[config.mk]
export PLATFORM = sky130hd
export DESIGN_NAME = rftx_sequencer
export DESIGN_NICKNAME = d
export VERILOG_FILES = /design/src/logic/rftx_sequencer.v
export VERILOG_INCLUDE_DIRS = /design/src /design/src/logic
export SDC_FILE = /design/constraint.sdc
export NUM_CORES = 1
export LEC_CHECK = 0
export BUFFER_PORTS_ARGS = -buffer_cell sky130_fd_sc_hd__buf_2
export CAP_MARGIN = 20
export CORE_AREA = 2 2 171 173
export CTS_BUF_LIST = sky130_fd_sc_hd__clkbuf_4
export CTS_CLUSTER_DIAMETER = 30
export DETAILED_ROUTE_END_ITERATION = 12
export DIE_AREA = 0 0 173 175
export GPL_TIMING_DRIVEN = 1
export HOLD_SLACK_MARGIN = 0.05
export PLACE_DENSITY = 0.63
export SYNTH_ARGS = -nofsm -noshare
export SYNTH_HDL_FRONTEND = slang
export SYNTH_SLANG_ARGS = --single-unit
[constraint.sdc]
create_clock -name clk_i -period 9.9 [get_ports clk_i]
set_input_delay 1.98 -clock clk_i [delete_from_list [all_inputs] [get_ports clk_i]]
set_output_delay 1.98 -clock clk_i [all_outputs]
set_load 0.005 [all_outputs]
[src/logic/rftx_consts.vh]
`ifndef RFTX_CONSTS_VH
`define RFTX_CONSTS_VH

// ----------------------------------------------------------------------------
// Register offsets (byte addresses on the APB)
// ----------------------------------------------------------------------------
`define RFTX_ADDR_CTRL1 8'h04
`define RFTX_ADDR_CTRL4 8'h10
`define RFTX_ADDR_CTRL5 8'h14
`define RFTX_ADDR_CTRL6 8'h18
`define RFTX_ADDR_CTRL7 8'h1c
`define RFTX_ADDR_BUFWR 8'h20
`define RFTX_ADDR_STATUS 8'h24
`define RFTX_ADDR_CMD 8'h28

// ----------------------------------------------------------------------------
// Field positions and codes
// ----------------------------------------------------------------------------
`define RFTX_OPM_TX 3'h1
`define RFTX_C1_IRQ_LSB 3
`define RFTX_C1_PAT_BIT 5
`define RFTX_C1_TRN_BIT 6
`define RFTX_C4_MOD_BIT 0
`define RFTX_BUF_N_LSB 8
`define RFTX_CMD_DELIRQ_BIT 0
`define RFTX_BUF_DEPTH 5'h10

// ----------------------------------------------------------------------------
// Reset values
// ----------------------------------------------------------------------------
`define RFTX_CTRL_RST 8'h00
`define RFTX_THRESH_RST 5'h00

// ----------------------------------------------------------------------------
// Timing
// ----------------------------------------------------------------------------
`define RFTX_CLK_NS 50
`define RFTX_DCLK_NS 500
`define RFTX_STARTUP_DCLK_X10 3315
`define RFTX_STARTUP_CYC ((`RFTX_STARTUP_DCLK_X10 * `RFTX_DCLK_NS + 10 * `RFTX_CLK_NS - 1) / (10 * `RFTX_CLK_NS))
`define RFTX_HALF_BASE_CYC 16'h000a

`endif

[src/logic/rftx_sequencer.v]
// Operation
// - Control register 1 op-mode bits equal to 001 select transmit mode.
// - Start-up lasts 331.5 divided-clock periods with synthesizer on, then waits for lock.
// - Buffer accepts host loads during start-up and during active transmit.
// - Sending starts itself once N bytes are buffered and transmit is active, MSB first.
// - Pending-byte counter counts loads up, sent bytes down, and is readable.
// - Interrupt rises when the counter reaches the level chosen by two select bits.
// - Level choices are 1, 2, 4 or 12 bytes, or buffer empty.
// - Buffer write, control 1/4/5/6/7 write or delete command clears the interrupt.
// - Control 1/4/5/6/7 write in transmit mode clears buffer and counter.
// - Transparent select disables the buffer and sends the data input pin.
// - Pattern select sends buffered bits as NRZ: 1 high, 0 low.
// - Manchester: buffered 1 goes low to high, buffered 0 high to low.
// - Transparent: pin high gives high, pin low gives low, pattern ignored.
// - Modulation type comes from the select bit in control register 4.
// - Bit rate comes from rate-range bits and rate-divider bits.
`include "rftx_consts.vh"

module rftx_sequencer (
    input wire clk_i,
    input wire sys_rst_i,
    input wire ce_i,
    input wire psel_i,
    input wire penable_i,
    input wire pwrite_i,
    input wire [7:0] paddr_i,
    input wire [31:0] pwdata_i,
    input wire serial_in_tx_stream_pin_i,
    input wire pll_lock_i,
    output reg [31:0] prdata_o,
    output reg pready_o,
    output reg pslverr_o,
    output reg pll_en_o,
    output reg tx_active_o,
    output reg tx_data_o,
    output reg modulation_select_o,
    output reg irq_o
);

    localparam [2:0] ST_IDLE = 3'h1;
    localparam [2:0] ST_STARTUP = 3'h2;
    localparam [2:0] ST_ACTIVE = 3'h4;

    reg [2:0] state;
    reg [11:0] su_cnt;
    reg [7:0] ctrl1;
    reg [7:0] ctrl4;
    reg [7:0] ctrl5;
    reg [7:0] ctrl6;
    reg [7:0] ctrl7;
    reg [4:0] thresh;
    reg [7:0] mem [0:15];
    reg [3:0] wr_ptr;
    reg [3:0] rd_ptr;
    reg [4:0] count;
    reg sending;
    reg shift_busy;
    reg [7:0] shifter;
    reg [2:0] bit_idx;
    reg half;
    reg [15:0] half_cnt;
    reg [31:0] next_rdata;
    reg next_err;
    reg [4:0] irq_lvl;

    // ------------------------------------------------------------------------
    // Bus decode
    // ------------------------------------------------------------------------
    wire acc = psel_i & penable_i & pready_o;
    wire wr = acc & pwrite_i;
    wire wr_c1 = wr & (paddr_i == `RFTX_ADDR_CTRL1);
    wire wr_c4 = wr & (paddr_i == `RFTX_ADDR_CTRL4);
    wire wr_c5 = wr & (paddr_i == `RFTX_ADDR_CTRL5);
    wire wr_c6 = wr & (paddr_i == `RFTX_ADDR_CTRL6);
    wire wr_c7 = wr & (paddr_i == `RFTX_ADDR_CTRL7);
    wire wr_buf = wr & (paddr_i == `RFTX_ADDR_BUFWR);
    wire wr_cmd = wr & (paddr_i == `RFTX_ADDR_CMD);
    wire cfg_wr = wr_c1 | wr_c4 | wr_c5 | wr_c6 | wr_c7;
    wire del_irq = wr_cmd & pwdata_i[`RFTX_CMD_DELIRQ_BIT];
    wire op_tx = (pwdata_i[2:0] == `RFTX_OPM_TX);
    wire [31:0] su_load = `RFTX_STARTUP_CYC - 1;

    // ------------------------------------------------------------------------
    // Buffer control
    // ------------------------------------------------------------------------
    wire in_tx = (state == ST_STARTUP) | (state == ST_ACTIVE);
    wire active = (state == ST_ACTIVE);
    wire trans = ctrl1[`RFTX_C1_TRN_BIT];
    wire pattern = ctrl1[`RFTX_C1_PAT_BIT];
    wire flush = cfg_wr & in_tx;
    wire load = wr_buf & in_tx & ~trans & (count != `RFTX_BUF_DEPTH) & ~flush;
    wire pop = active & ~trans & sending & ~shift_busy & (count != 5'h00) & ~flush;
    wire [4:0] next_count = flush ? 5'h00 : count + {4'h0, load} - {4'h0, pop};
    wire [15:0] half_len = (({10'h000, ctrl7[5:0]} + 16'h0001) << ctrl6[1:0]) * `RFTX_HALF_BASE_CYC;
    wire cur_bit = shifter[bit_idx];
    always @*
    begin
        case (ctrl1[`RFTX_C1_IRQ_LSB +: 2])
            2'h0: irq_lvl = 5'h01;
            2'h1: irq_lvl = 5'h02;
            2'h2: irq_lvl = 5'h04;
            default: irq_lvl = 5'h0c;
        endcase
    end

    // Counter reaching the chosen level, or draining to empty by transmission.
    wire irq_hit = ~flush & (next_count != count) & ((next_count == irq_lvl) | (pop & (next_count == 5'h00)));
    wire irq_clr = wr_buf | cfg_wr | del_irq;

    // ------------------------------------------------------------------------
    // Read data and error answer, prepared in the setup cycle
    // ------------------------------------------------------------------------
    always @*
    begin
        next_rdata = 32'h00000000;
        next_err = 1'b0;
        case (paddr_i)
            `RFTX_ADDR_CTRL1: next_rdata = {24'h000000, ctrl1};
            `RFTX_ADDR_CTRL4: next_rdata = {24'h000000, ctrl4};
            `RFTX_ADDR_CTRL5: next_rdata = {24'h000000, ctrl5};
            `RFTX_ADDR_CTRL6: next_rdata = {24'h000000, ctrl6};
            `RFTX_ADDR_CTRL7: next_rdata = {24'h000000, ctrl7};
            `RFTX_ADDR_BUFWR: next_rdata = {19'h00000, thresh, 8'h00};
            `RFTX_ADDR_STATUS: next_rdata = {16'h0000, 3'h0, count, sending, shift_busy, irq_o, 2'h0, state};
            `RFTX_ADDR_CMD: next_rdata = 32'h00000000;
            default: next_err = 1'b1;
        endcase
    end

    // ------------------------------------------------------------------------
    // APB slave and registers
    // ------------------------------------------------------------------------
    always @(posedge clk_i)
    begin
        if (sys_rst_i)
        begin
            pready_o <= 1'b0;
            pslverr_o <= 1'b0;
            prdata_o <= 32'h00000000;
            ctrl1 <= `RFTX_CTRL_RST;
            ctrl4 <= `RFTX_CTRL_RST;
            ctrl5 <= `RFTX_CTRL_RST;
            ctrl6 <= `RFTX_CTRL_RST;
            ctrl7 <= `RFTX_CTRL_RST;
            thresh <= `RFTX_THRESH_RST;
        end
        else if (ce_i)
        begin
            if (psel_i & ~penable_i & ~pready_o)
            begin
                pready_o <= 1'b1;
                pslverr_o <= next_err;
                prdata_o <= pwrite_i ? 32'h00000000 : next_rdata;
            end
            else
            begin
                pready_o <= 1'b0;
                pslverr_o <= 1'b0;
            end
            if (wr_c1)
                ctrl1 <= pwdata_i[7:0];
            if (wr_c4)
                ctrl4 <= pwdata_i[7:0];
            if (wr_c5)
                ctrl5 <= pwdata_i[7:0];
            if (wr_c6)
                ctrl6 <= pwdata_i[7:0];
            if (wr_c7)
                ctrl7 <= pwdata_i[7:0];
            if (wr_buf)
                thresh <= (pwdata_i[`RFTX_BUF_N_LSB +: 5] > `RFTX_BUF_DEPTH) ?
                    `RFTX_BUF_DEPTH : pwdata_i[`RFTX_BUF_N_LSB +: 5];
        end
    end

    // ------------------------------------------------------------------------
    // Mode sequencing
    // ------------------------------------------------------------------------
    always @(posedge clk_i)
    begin
        if (sys_rst_i)
        begin
            state <= ST_IDLE;
            su_cnt <= 12'h000;
        end
        else if (ce_i)
        begin
            case (state)
                ST_IDLE:
                begin
                    if (wr_c1 & op_tx)
                    begin
                        state <= ST_STARTUP;
                        su_cnt <= su_load[11:0];
                    end
                end
                ST_STARTUP:
                begin
                    if (wr_c1 & ~op_tx)
                        state <= ST_IDLE;
                    else if (su_cnt != 12'h000)
                        su_cnt <= su_cnt - 12'h001;
                    else if (pll_lock_i)
                        state <= ST_ACTIVE;
                end
                ST_ACTIVE:
                begin
                    if (wr_c1 & ~op_tx)
                        state <= ST_IDLE;
                end
                default:
                    state <= ST_IDLE;
            endcase
        end
    end

    // ------------------------------------------------------------------------
    // Byte buffer, counter and interrupt
    // ------------------------------------------------------------------------
    always @(posedge clk_i)
    begin
        if (ce_i & load)
            mem[wr_ptr] <= pwdata_i[7:0];
    end

    always @(posedge clk_i)
    begin
        if (sys_rst_i)
        begin
            wr_ptr <= 4'h0;
            rd_ptr <= 4'h0;
            count <= 5'h00;
            sending <= 1'b0;
            irq_o <= 1'b0;
        end
        else if (ce_i)
        begin
            count <= next_count;
            if (flush)
            begin
                wr_ptr <= 4'h0;
                rd_ptr <= 4'h0;
            end
            else
            begin
                if (load)
                    wr_ptr <= wr_ptr + 4'h1;
                if (pop)
                    rd_ptr <= rd_ptr + 4'h1;
            end
            // A level reached in the same cycle as a clear keeps the interrupt.
            if (irq_hit)
                irq_o <= 1'b1;
            else if (irq_clr)
                irq_o <= 1'b0;
            if (flush | ~active)
                sending <= 1'b0;
            else if (next_count >= thresh)
                sending <= 1'b1;
        end
    end

    // ------------------------------------------------------------------------
    // Bit engine and modulation mapping
    // ------------------------------------------------------------------------
    always @(posedge clk_i)
    begin
        if (sys_rst_i)
        begin
            shift_busy <= 1'b0;
            shifter <= 8'h00;
            bit_idx <= 3'h0;
            half <= 1'b0;
            half_cnt <= 16'h0000;
        end
        else if (ce_i)
        begin
            if (flush | ~active | trans)
                shift_busy <= 1'b0;
            else if (~shift_busy)
            begin
                if (pop)
                begin
                    shifter <= mem[rd_ptr];
                    shift_busy <= 1'b1;
                    bit_idx <= 3'h7;
                    half <= 1'b0;
                    half_cnt <= half_len - 16'h0001;
                end
            end
            else if (half_cnt != 16'h0000)
                half_cnt <= half_cnt - 16'h0001;
            else
            begin
                half_cnt <= half_len - 16'h0001;
                half <= ~half;
                if (half)
                begin
                    if (bit_idx == 3'h0)
                        shift_busy <= 1'b0;
                    else
                        bit_idx <= bit_idx - 3'h1;
                end
            end
        end
    end

    always @(posedge clk_i)
    begin
        if (sys_rst_i)
        begin
            tx_data_o <= 1'b0;
            pll_en_o <= 1'b0;
            tx_active_o <= 1'b0;
            modulation_select_o <= 1'b0;
        end
        else if (ce_i)
        begin
            pll_en_o <= in_tx;
            tx_active_o <= active;
            modulation_select_o <= ctrl4[`RFTX_C4_MOD_BIT];
            if (~active)
                tx_data_o <= 1'b0;
            else if (trans)
                tx_data_o <= serial_in_tx_stream_pin_i;
            else if (~shift_busy)
                tx_data_o <= 1'b0;
            else if (pattern)
                tx_data_o <= cur_bit;
            else
                tx_data_o <= half ? cur_bit : ~cur_bit;
        end
    end

endmodule // rftx_sequencer

# [Word-level counts from Yosys, hierarchy flattened]
# Memories as Yosys holds them, arrays and structs flattened. A register that Yosys moved wholly into a read port is not among the register bits.
# Index checks and enable logic that the tools add are counted.
[totals] out_inout_bits=39 ramBits=128 mem_count=1 ff_bits=134 wordCells=196
[op_classes] mux=52 n_lt_le_gt_ge=3 n_reduce_logical=30 bitwise=49 mul=1 n_shift=1 add_sub_neg=9 eq_ne=26
[mem_list] name="mem" words=16 word_bits=8 rd=1 rd_ports_with_merged_regs=1 write_ports=1 line="rftx_sequencer.v:52" rtl="reg [7:0] mem [0:15];"
[ops] operator="$pmux W13 S7" count=1
[ops] operator="$mux W16" count=3
[ops] operator="$mux W12" count=3
[ops] operator="$eq A8 B5 Y1 const B" count=4
[ops] operator="$mux W32" count=1
[ops] operator="$sub A16 B1 Y16 const B" count=2
[ops] operator="$mux W3" count=10
[ops] operator="$and A1 B1 Y1" count=29
[ops] operator="$eq A8 B6 Y1 const B" count=3
[ops] operator="$mux W1" count=24
[ops] operator="$pmux W12 S2" count=1
[ops] operator="$reduce_and A2 Y1" count=11
[ops] operator="$mul A16 B3 Y15 const B" count=1
[ops] operator="$mux W4" count=4
[ops] operator="$reduce_bool A16 Y1" count=1
[ops] operator="$shl A7 B2 Y16" count=1
[ops] operator="$pmux W4 S3" count=1
[ops] operator="$reduce_bool A12 Y1" count=1
[ops] operator="$reduce_bool A2 Y1" count=6
[ops] operator="$sub A12 B1 Y12 const B" count=1
[ops] operator="$mux W5" count=2
[ops] operator="$not A1 Y1" count=10
[ops] operator="$or A1 B1 Y1" count=10
[ops] operator="$reduce_and A5 Y1" count=2
[ops] operator="other kinds (31)" count=39

# [Depth between registers and ports, before layout]
[logic_depth] depth_word=20 ltp_mapped=20 depth_no_buf=19

# [Least setup slack after synthesis]
# Ideal clock, no wire load.
[synth_timing] path_type="input to register" start="in penable_i" end="reg sending" t_required_ps=9756 slack_ps=4373 t_arrival_ps=5383 path_buffers=1 cell_stages=18 setup_time_ps=144 path_cell_list="and4_1 or3b_1 nor2_1 clkbuf_1 nor3_1 ha_1 inv_1 ha_1 inv_1 fa_1 nor2_1 ha_1 a21o_1 a21o_1 a21o_1 a21o_1 a21oi_1 a211oi_1"
[synth_between] elab_chain_cells=17
[synth_lines] element="start: declaration" line="rftx_sequencer.v:24" rtl="input wire penable_i,"
[synth_lines] element="$and A1 B1 Y1 * (2 in series)" line="rftx_sequencer.v:69" rtl="wire acc = psel_i & penable_i & pready_o;"
[synth_lines] element="$and A1 B1 Y1 *" line="rftx_sequencer.v:70" rtl="wire wr = acc & pwrite_i;"
[synth_lines] element="$and A1 B1 Y1 (on tied branches)" line="rftx_sequencer.v:71, rftx_sequencer.v:72"
[synth_lines] element="$or A1 B1 Y1 (4 in series)" line="rftx_sequencer.v:78" rtl="wire cfg_wr = wr_c1 | wr_c4 | wr_c5 | wr_c6 | wr_c7;"
[synth_lines] element="$and A1 B1 Y1" line="rftx_sequencer.v:90" rtl="wire flush = cfg_wr & in_tx;"
[synth_lines] element="$not A1 Y1" line="rftx_sequencer.v:91, rftx_sequencer.v:92"
[synth_lines] element="$and A1 B1 Y1" line="rftx_sequencer.v:91" rtl="wire load = wr_buf & in_tx & ~trans & (count != `RFTX_BUF_DEPTH) & ~flush;"
[synth_lines] element="$add A5 B1 Y5" line="rftx_sequencer.v:93" rtl="wire [4:0] next_count = flush ? 5'h00 : count + {4'h0, load} - {4'h0, pop};"
[synth_lines] element="$sub A5 B1 Y5" line="rftx_sequencer.v:93"
[synth_lines] element="$mux W5 *" line="rftx_sequencer.v:93"
[synth_lines] element="net next_count[1]" line="rftx_sequencer.v:93"
[synth_lines] element="$ge A5 B5 Y1 *" line="rftx_sequencer.v:258" rtl="else if (next_count >= thresh)"
[synth_lines] element="$reduce_bool A2 Y1 (no source line) *"
[synth_lines] element="$reduce_and A2 Y1 (no source line) *"
[synth_lines] element="end signal: assignment" line="rftx_sequencer.v:233" rtl="sending <= 1'b0;"
[synth_lines] element="end signal: assignment" line="rftx_sequencer.v:257" rtl="sending <= 1'b0;"
[synth_lines] element="end signal: assignment" line="rftx_sequencer.v:259" rtl="sending <= 1'b1;"
[synth_lines] element="end: declaration" line="rftx_sequencer.v:56" rtl="reg sending;"
# Mark *: on every way through the listed nets, which the timed path passes. The rest lies on a longest branch.
# A chain may end at the register's enable or synchronous reset.

# [Worst setup path in the final report]
[layout_timing] start="in paddr_i[5]" end="reg sending"
[layout_between] elab_chain_cells=15
[layout_lines] element="start: declaration" line="rftx_sequencer.v:26" rtl="input wire [7:0] paddr_i,"
[layout_lines] element="$eq A8 B3 Y1 / $eq A8 B5 Y1 (equally long branches)"
[layout_lines] element="$and A1 B1 Y1 (on tied branches)" line="rftx_sequencer.v:71, rftx_sequencer.v:72"
[layout_lines] element="$or A1 B1 Y1 (4 in series)" line="rftx_sequencer.v:78"
[layout_lines] element="$and A1 B1 Y1" line="rftx_sequencer.v:90"
[layout_lines] element="$not A1 Y1" line="rftx_sequencer.v:91, rftx_sequencer.v:92"
[layout_lines] element="$and A1 B1 Y1" line="rftx_sequencer.v:91"
[layout_lines] element="$add A5 B1 Y5" line="rftx_sequencer.v:93"
[layout_lines] element="$sub A5 B1 Y5" line="rftx_sequencer.v:93"
[layout_lines] element="$mux W5 *" line="rftx_sequencer.v:93"
[layout_lines] element="net next_count[2]" line="rftx_sequencer.v:93"
[layout_lines] element="$ge A5 B5 Y1 *" line="rftx_sequencer.v:258"
[layout_lines] element="$reduce_bool A2 Y1 (no source line) *"
[layout_lines] element="$reduce_and A2 Y1 (no source line) *"
# Marks and branches as above.

==> results_tabular.tex <==
\begin{tabular}{lr}
\hline
Metric & Value \\
\hline
\multicolumn{2}{l}{\textbf{Timing}} \\
Final total negative setup slack & 0 ns \\
Worst Setup Slack, final & 4.03 ns \\
Final count of pins violating max slew & 0 \\
Min Tclk post-route & 5.87 ns \\
Tcrit/Tclk final & 59.3\% \\
Hold Fails Final Rpt & 0 \\
Final worst clock skew & 0.0786 ns \\
Timing-limited maximum frequency & 170 MHz \\
Unrepaired setup endpoints after global routing & no \\
Setup violations, final & 0 \\
Worst slew margin & 35.2\% \\
Slew at the pin closest to its max-slew limit & 0.968 ns \\
\multicolumn{2}{l}{\textbf{Yosys}} \\
Flip-flop and latch count after synthesis & 251 \\
Netlist area before placement & 12600 µm² \\
Total of warnings raised by yosys & 0 \\
Average size of a mapped cell & 10.4 µm² \\
Flip-flop cell with the highest count after synthesis & sky130\_fd\_sc\_hd\_\_edfxtp\_1 \\
Number of enable-type register cells in the synthesized netlist & 128 \\
Part of the Yosys area used for sequential elements & 50.2\% \\
Async set or reset register ratio after synthesis & 0\% \\
Number of standard cells after synthesis & 1208 \\
Post-synthesis cell type count & 77 \\
\multicolumn{2}{l}{\textbf{Run status}} \\
Result of the run & finished, final reports clean \\
\multicolumn{2}{l}{\textbf{Clock network}} \\
Number of buffers created by CTS & 71 \\
Insertion delay of the later-clocked pin in the worst-skew pair & 0.71 ns \\
Count of hold-fix buffers inserted at cts & 0 \\
Number of gates resized after CTS & 0 \\
Number of buffers on the longest clock path & 3 \\
Post-CTS Setup Inserts & 0 \\
H-Tree Depth & 3 \\
Clock Sink Count & 251 \\
TritonCTS clock tree & yes \\
Root buffer cell & sky130\_fd\_sc\_hd\_\_clkbuf\_4 \\
Clk slew on worst S/H paths & 0.06 ns \\
\multicolumn{2}{l}{\textbf{Pwr}} \\
Ratio of total power to cell area & 158 nW/µm² \\
Static leakage & 4.97 nW \\
Highest ir drop seen on vdd & 0.121 mV \\
\multicolumn{2}{l}{\textbf{Die}} \\
Row count & 62 \\
Starting density of the core & 44.2\% \\
Floorplan die height & 175 µm \\
Number of ports placed on the die boundary & 87 \\
Die outline width & 173 µm \\
Floorplan die area & 30300 µm² \\
Core area & 28400 µm² \\
\multicolumn{2}{l}{\textbf{Placed design}} \\
Final weighted congestion in routability-driven placement & 0.831 \\
IO buf count & 48 \\
Detailed Place HPWL & 19900 µm \\
Worst slack at placement & 3.46 ns \\
\multicolumn{2}{l}{\textbf{Layout}} \\
Nets@finish & 1367 \\
Layout-stage area growth over the synthesis result & 11.3\% \\
Share of post-route cells with drive strength above 1 & 17.5\% \\
Leading cell types in the layout, fill and taps excluded & sky130\_fd\_sc\_hd\_\_nor2\_1 (134), sky130\_fd\_sc\_hd\_\_edfxtp\_1 (128), sky130\_fd\_sc\_hd\_\_dfxtp\_1 (121), sky130\_fd\_sc\_hd\_\_a21oi\_1 (115), sky130\_fd\_sc\_hd\_\_nand2\_1 (115) \\
Most common cell after layout, fill and taps aside & sky130\_fd\_sc\_hd\_\_nor2\_1 \\
\multicolumn{2}{l}{\textbf{Setup path}} \\
Worst Setup End Kind & flip-flop \\
Critical path class & in -> reg \\
Max stage delay cell, worst path & sky130\_fd\_sc\_hd\_\_nor2\_1 \\
Required time at the endpoint of the critical path & 10.40 ns \\
Family of cells with the greatest summed delay on the critical path & simple AND/OR/NAND/NOR gates \\
Cell depth of the worst setup path & 18 \\
Startpoint type of the worst setup path & primary input \\
Cells along the critical path & buf\_2 > nor3\_1 > o211ai\_1 > nor2\_1 > nor3\_1 > ha\_1 > inv\_1 > ha\_1 > inv\_1 > fa\_1 > xor2\_1 > nor2\_1 > ha\_1 > a21o\_1 > a21o\_1 > a21o\_1 > a21oi\_1 > a211oi\_1 \\
Critical path fanouts, max & 12 \\
Buffers and inverters on the worst path & 3 \\
R2r worst-path depth & 17 \\
Data arrival at the endpoint of the critical path & 6.36 ns \\
Highest cell delay on the worst timing path & 0.81 ns \\
\multicolumn{2}{l}{\textbf{Global routing}} \\
Number of global-route vias before repair & 9213 \\
Number of antenna violations at the first check in global routing & 2 \\
Global-route wire length before repair & 48200 µm \\
Largest net degree at the start of global routing & 68 \\
Overflow after GRT & 0 \\
All-Layer GR Usage & 20.0\% \\
\multicolumn{2}{l}{\textbf{Drt}} \\
Wire length reported by the detailed router & 29800 µm \\
Initial DRC count & 677 \\
Final routed wire length divided by cell count & 17.5 µm \\
Number of vias per cell & 5.51 \\
Post-detailed-route DRC marker count & 0 \\
Post-DRT Antenna Nets & 0 \\
Routed vias & 9410 \\
Drt pass-1 iters & 5 \\
\multicolumn{2}{l}{\textbf{Hold path}} \\
Worst hold path stage count & 2 \\
Class of the tightest hold or removal check & reg -> reg \\
\multicolumn{2}{l}{\textbf{Run}} \\
Number of maximum-capacitance violations & 0 \\
\hline
\end{tabular}
-- routing by layer --
layer	track usage, %	wire length (µm)
met4	6.36	422
met2	31.6	13900
met3	4.31	1740
met1	27.5	13700
met5	0	9
-- layout make-up --
| type | count | area [µm²] |
|---|---|---|
| clock inverters | 16 | 160 |
| inverters | 35 | 131 |
| multi-input cells | 858 | 5780 |
| flip-flops and latches | 251 | 6310 |
| fillers | 2683 | 14400 |
| well taps | 384 | 480 |
| repair buffers | 61 | 340 |
| clock buffers | 103 | 773 |
| diodes | 1 | 2.50 |
-- cell usage after synthesis, types with 11 or more instances --
master | number | area share (%)
sky130_fd_sc_hd__nand3_1 | 40 | 1.6
sky130_fd_sc_hd__ha_1 | 39 | 3.9
sky130_fd_sc_hd__nand2b_1 | 17 | 0.85
sky130_fd_sc_hd__edfxtp_1 | 128 | 31
sky130_fd_sc_hd__buf_4 | 20 | 1.2
sky130_fd_sc_hd__a21oi_1 | 115 | 4.6
sky130_fd_sc_hd__a31oi_1 | 11 | 0.55
sky130_fd_sc_hd__mux2i_1 | 46 | 3.7
sky130_fd_sc_hd__nand2_1 | 115 | 3.4
sky130_fd_sc_hd__mux4_2 | 33 | 5.9
sky130_fd_sc_hd__a21o_1 | 11 | 0.66
sky130_fd_sc_hd__inv_1 | 35 | 1.0
sky130_fd_sc_hd__dfxtp_1 | 123 | 20
sky130_fd_sc_hd__nor3_1 | 30 | 1.2
sky130_fd_sc_hd__o21ai_0 | 40 | 1.6
sky130_fd_sc_hd__xor2_1 | 18 | 1.3
sky130_fd_sc_hd__clkbuf_1 | 50 | 1.5
sky130_fd_sc_hd__nor2_1 | 134 | 4.0
sky130_fd_sc_hd__a22oi_1 | 26 | 1.6
sky130_fd_sc_hd__xnor2_1 | 17 | 1.2
-- flip-flops by register name, indices dropped and copies added, names as in the netlist, 3 cells and up --
register  flops
rd_ptr        4
ctrl4         8
ctrl7         8
wr_ptr        4
mem         128
count         5
ctrl6         8
thresh        5
bit_idx       3
su_cnt       12
state         3
ctrl5         8
shifter       8
ctrl1         8
prdata_o     13
half_cnt     16
-- worst reg2reg max path, cell delays in order (launching register included) --
cell,delay (ns)
sky130_fd_sc_hd__dfxtp_1,0.50
sky130_fd_sc_hd__xnor2_1,0.14
sky130_fd_sc_hd__or3b_1,0.44
sky130_fd_sc_hd__nor2_1,0.76
sky130_fd_sc_hd__nor3_1,0.21
sky130_fd_sc_hd__ha_1,0.35
sky130_fd_sc_hd__inv_1,0.07
sky130_fd_sc_hd__ha_1,0.17
sky130_fd_sc_hd__inv_1,0.06
sky130_fd_sc_hd__fa_1,0.39
sky130_fd_sc_hd__xor2_1,0.34
sky130_fd_sc_hd__nor2_1,0.15
sky130_fd_sc_hd__ha_1,0.34
sky130_fd_sc_hd__a21o_1,0.16
sky130_fd_sc_hd__a21o_1,0.17
sky130_fd_sc_hd__a21o_1,0.19
sky130_fd_sc_hd__a21oi_1,0.14
sky130_fd_sc_hd__a211oi_1,0.06
-- logic make-up after synthesis --
| family | Yosys count | synth area share, % |
|---|---|---|
| AOI/OAI and AO/OA | 253 | 12.4 |
| xor gates and xnor gates | 36 | 2.62 |
| adders and majority gates | 41 | 4.21 |
| buffers and inverters | 117 | 4.26 |
| DFF | 251 | 50.2 |
| muxes | 83 | 9.95 |
| other | 1 | 0.0299 |
| and+or+nand+nor | 426 | 16.3 |
-- report_power, final --
group	switching (mW)	internal, mW	total [mW]
registers	0.00998	1.10	1.11
clock network	0.439	0.556	0.995
logic	0.0668	0.0344	0.101
total	0.515	1.69	2.21
-- worst paths after layout --
kind,start,end,slack (ns)
worst max-delay path,paddr_i[5],sending,4.03
worst max register to register,state[2],sending,5.04
worst min-delay path,ctrl5[6],ctrl5[6],0.45
worst min register to register,ctrl5[6],ctrl5[6],0.45
-- per-stage QoR --
step | area, µm² | cells | hold WS [ns] | power (mW) | util (%)
global route | 14000 | 1709 | 0.463 | 2.30 | 49.2
detailed placement | 13000 | 1589 | 0.445 | 1.23 | 45.9
floorplan | 12600 | 1226 | 0.431 | 1.20 | -
global placement | 13000 | 1589 | 0.439 | 1.23 | 45.9
CTS | 14000 | 1708 | 0.453 | 2.23 | 49.2
finish | 14000 | 1709 | 0.452 | 2.21 | 49.2
Power figures use the tool's default switching activity.
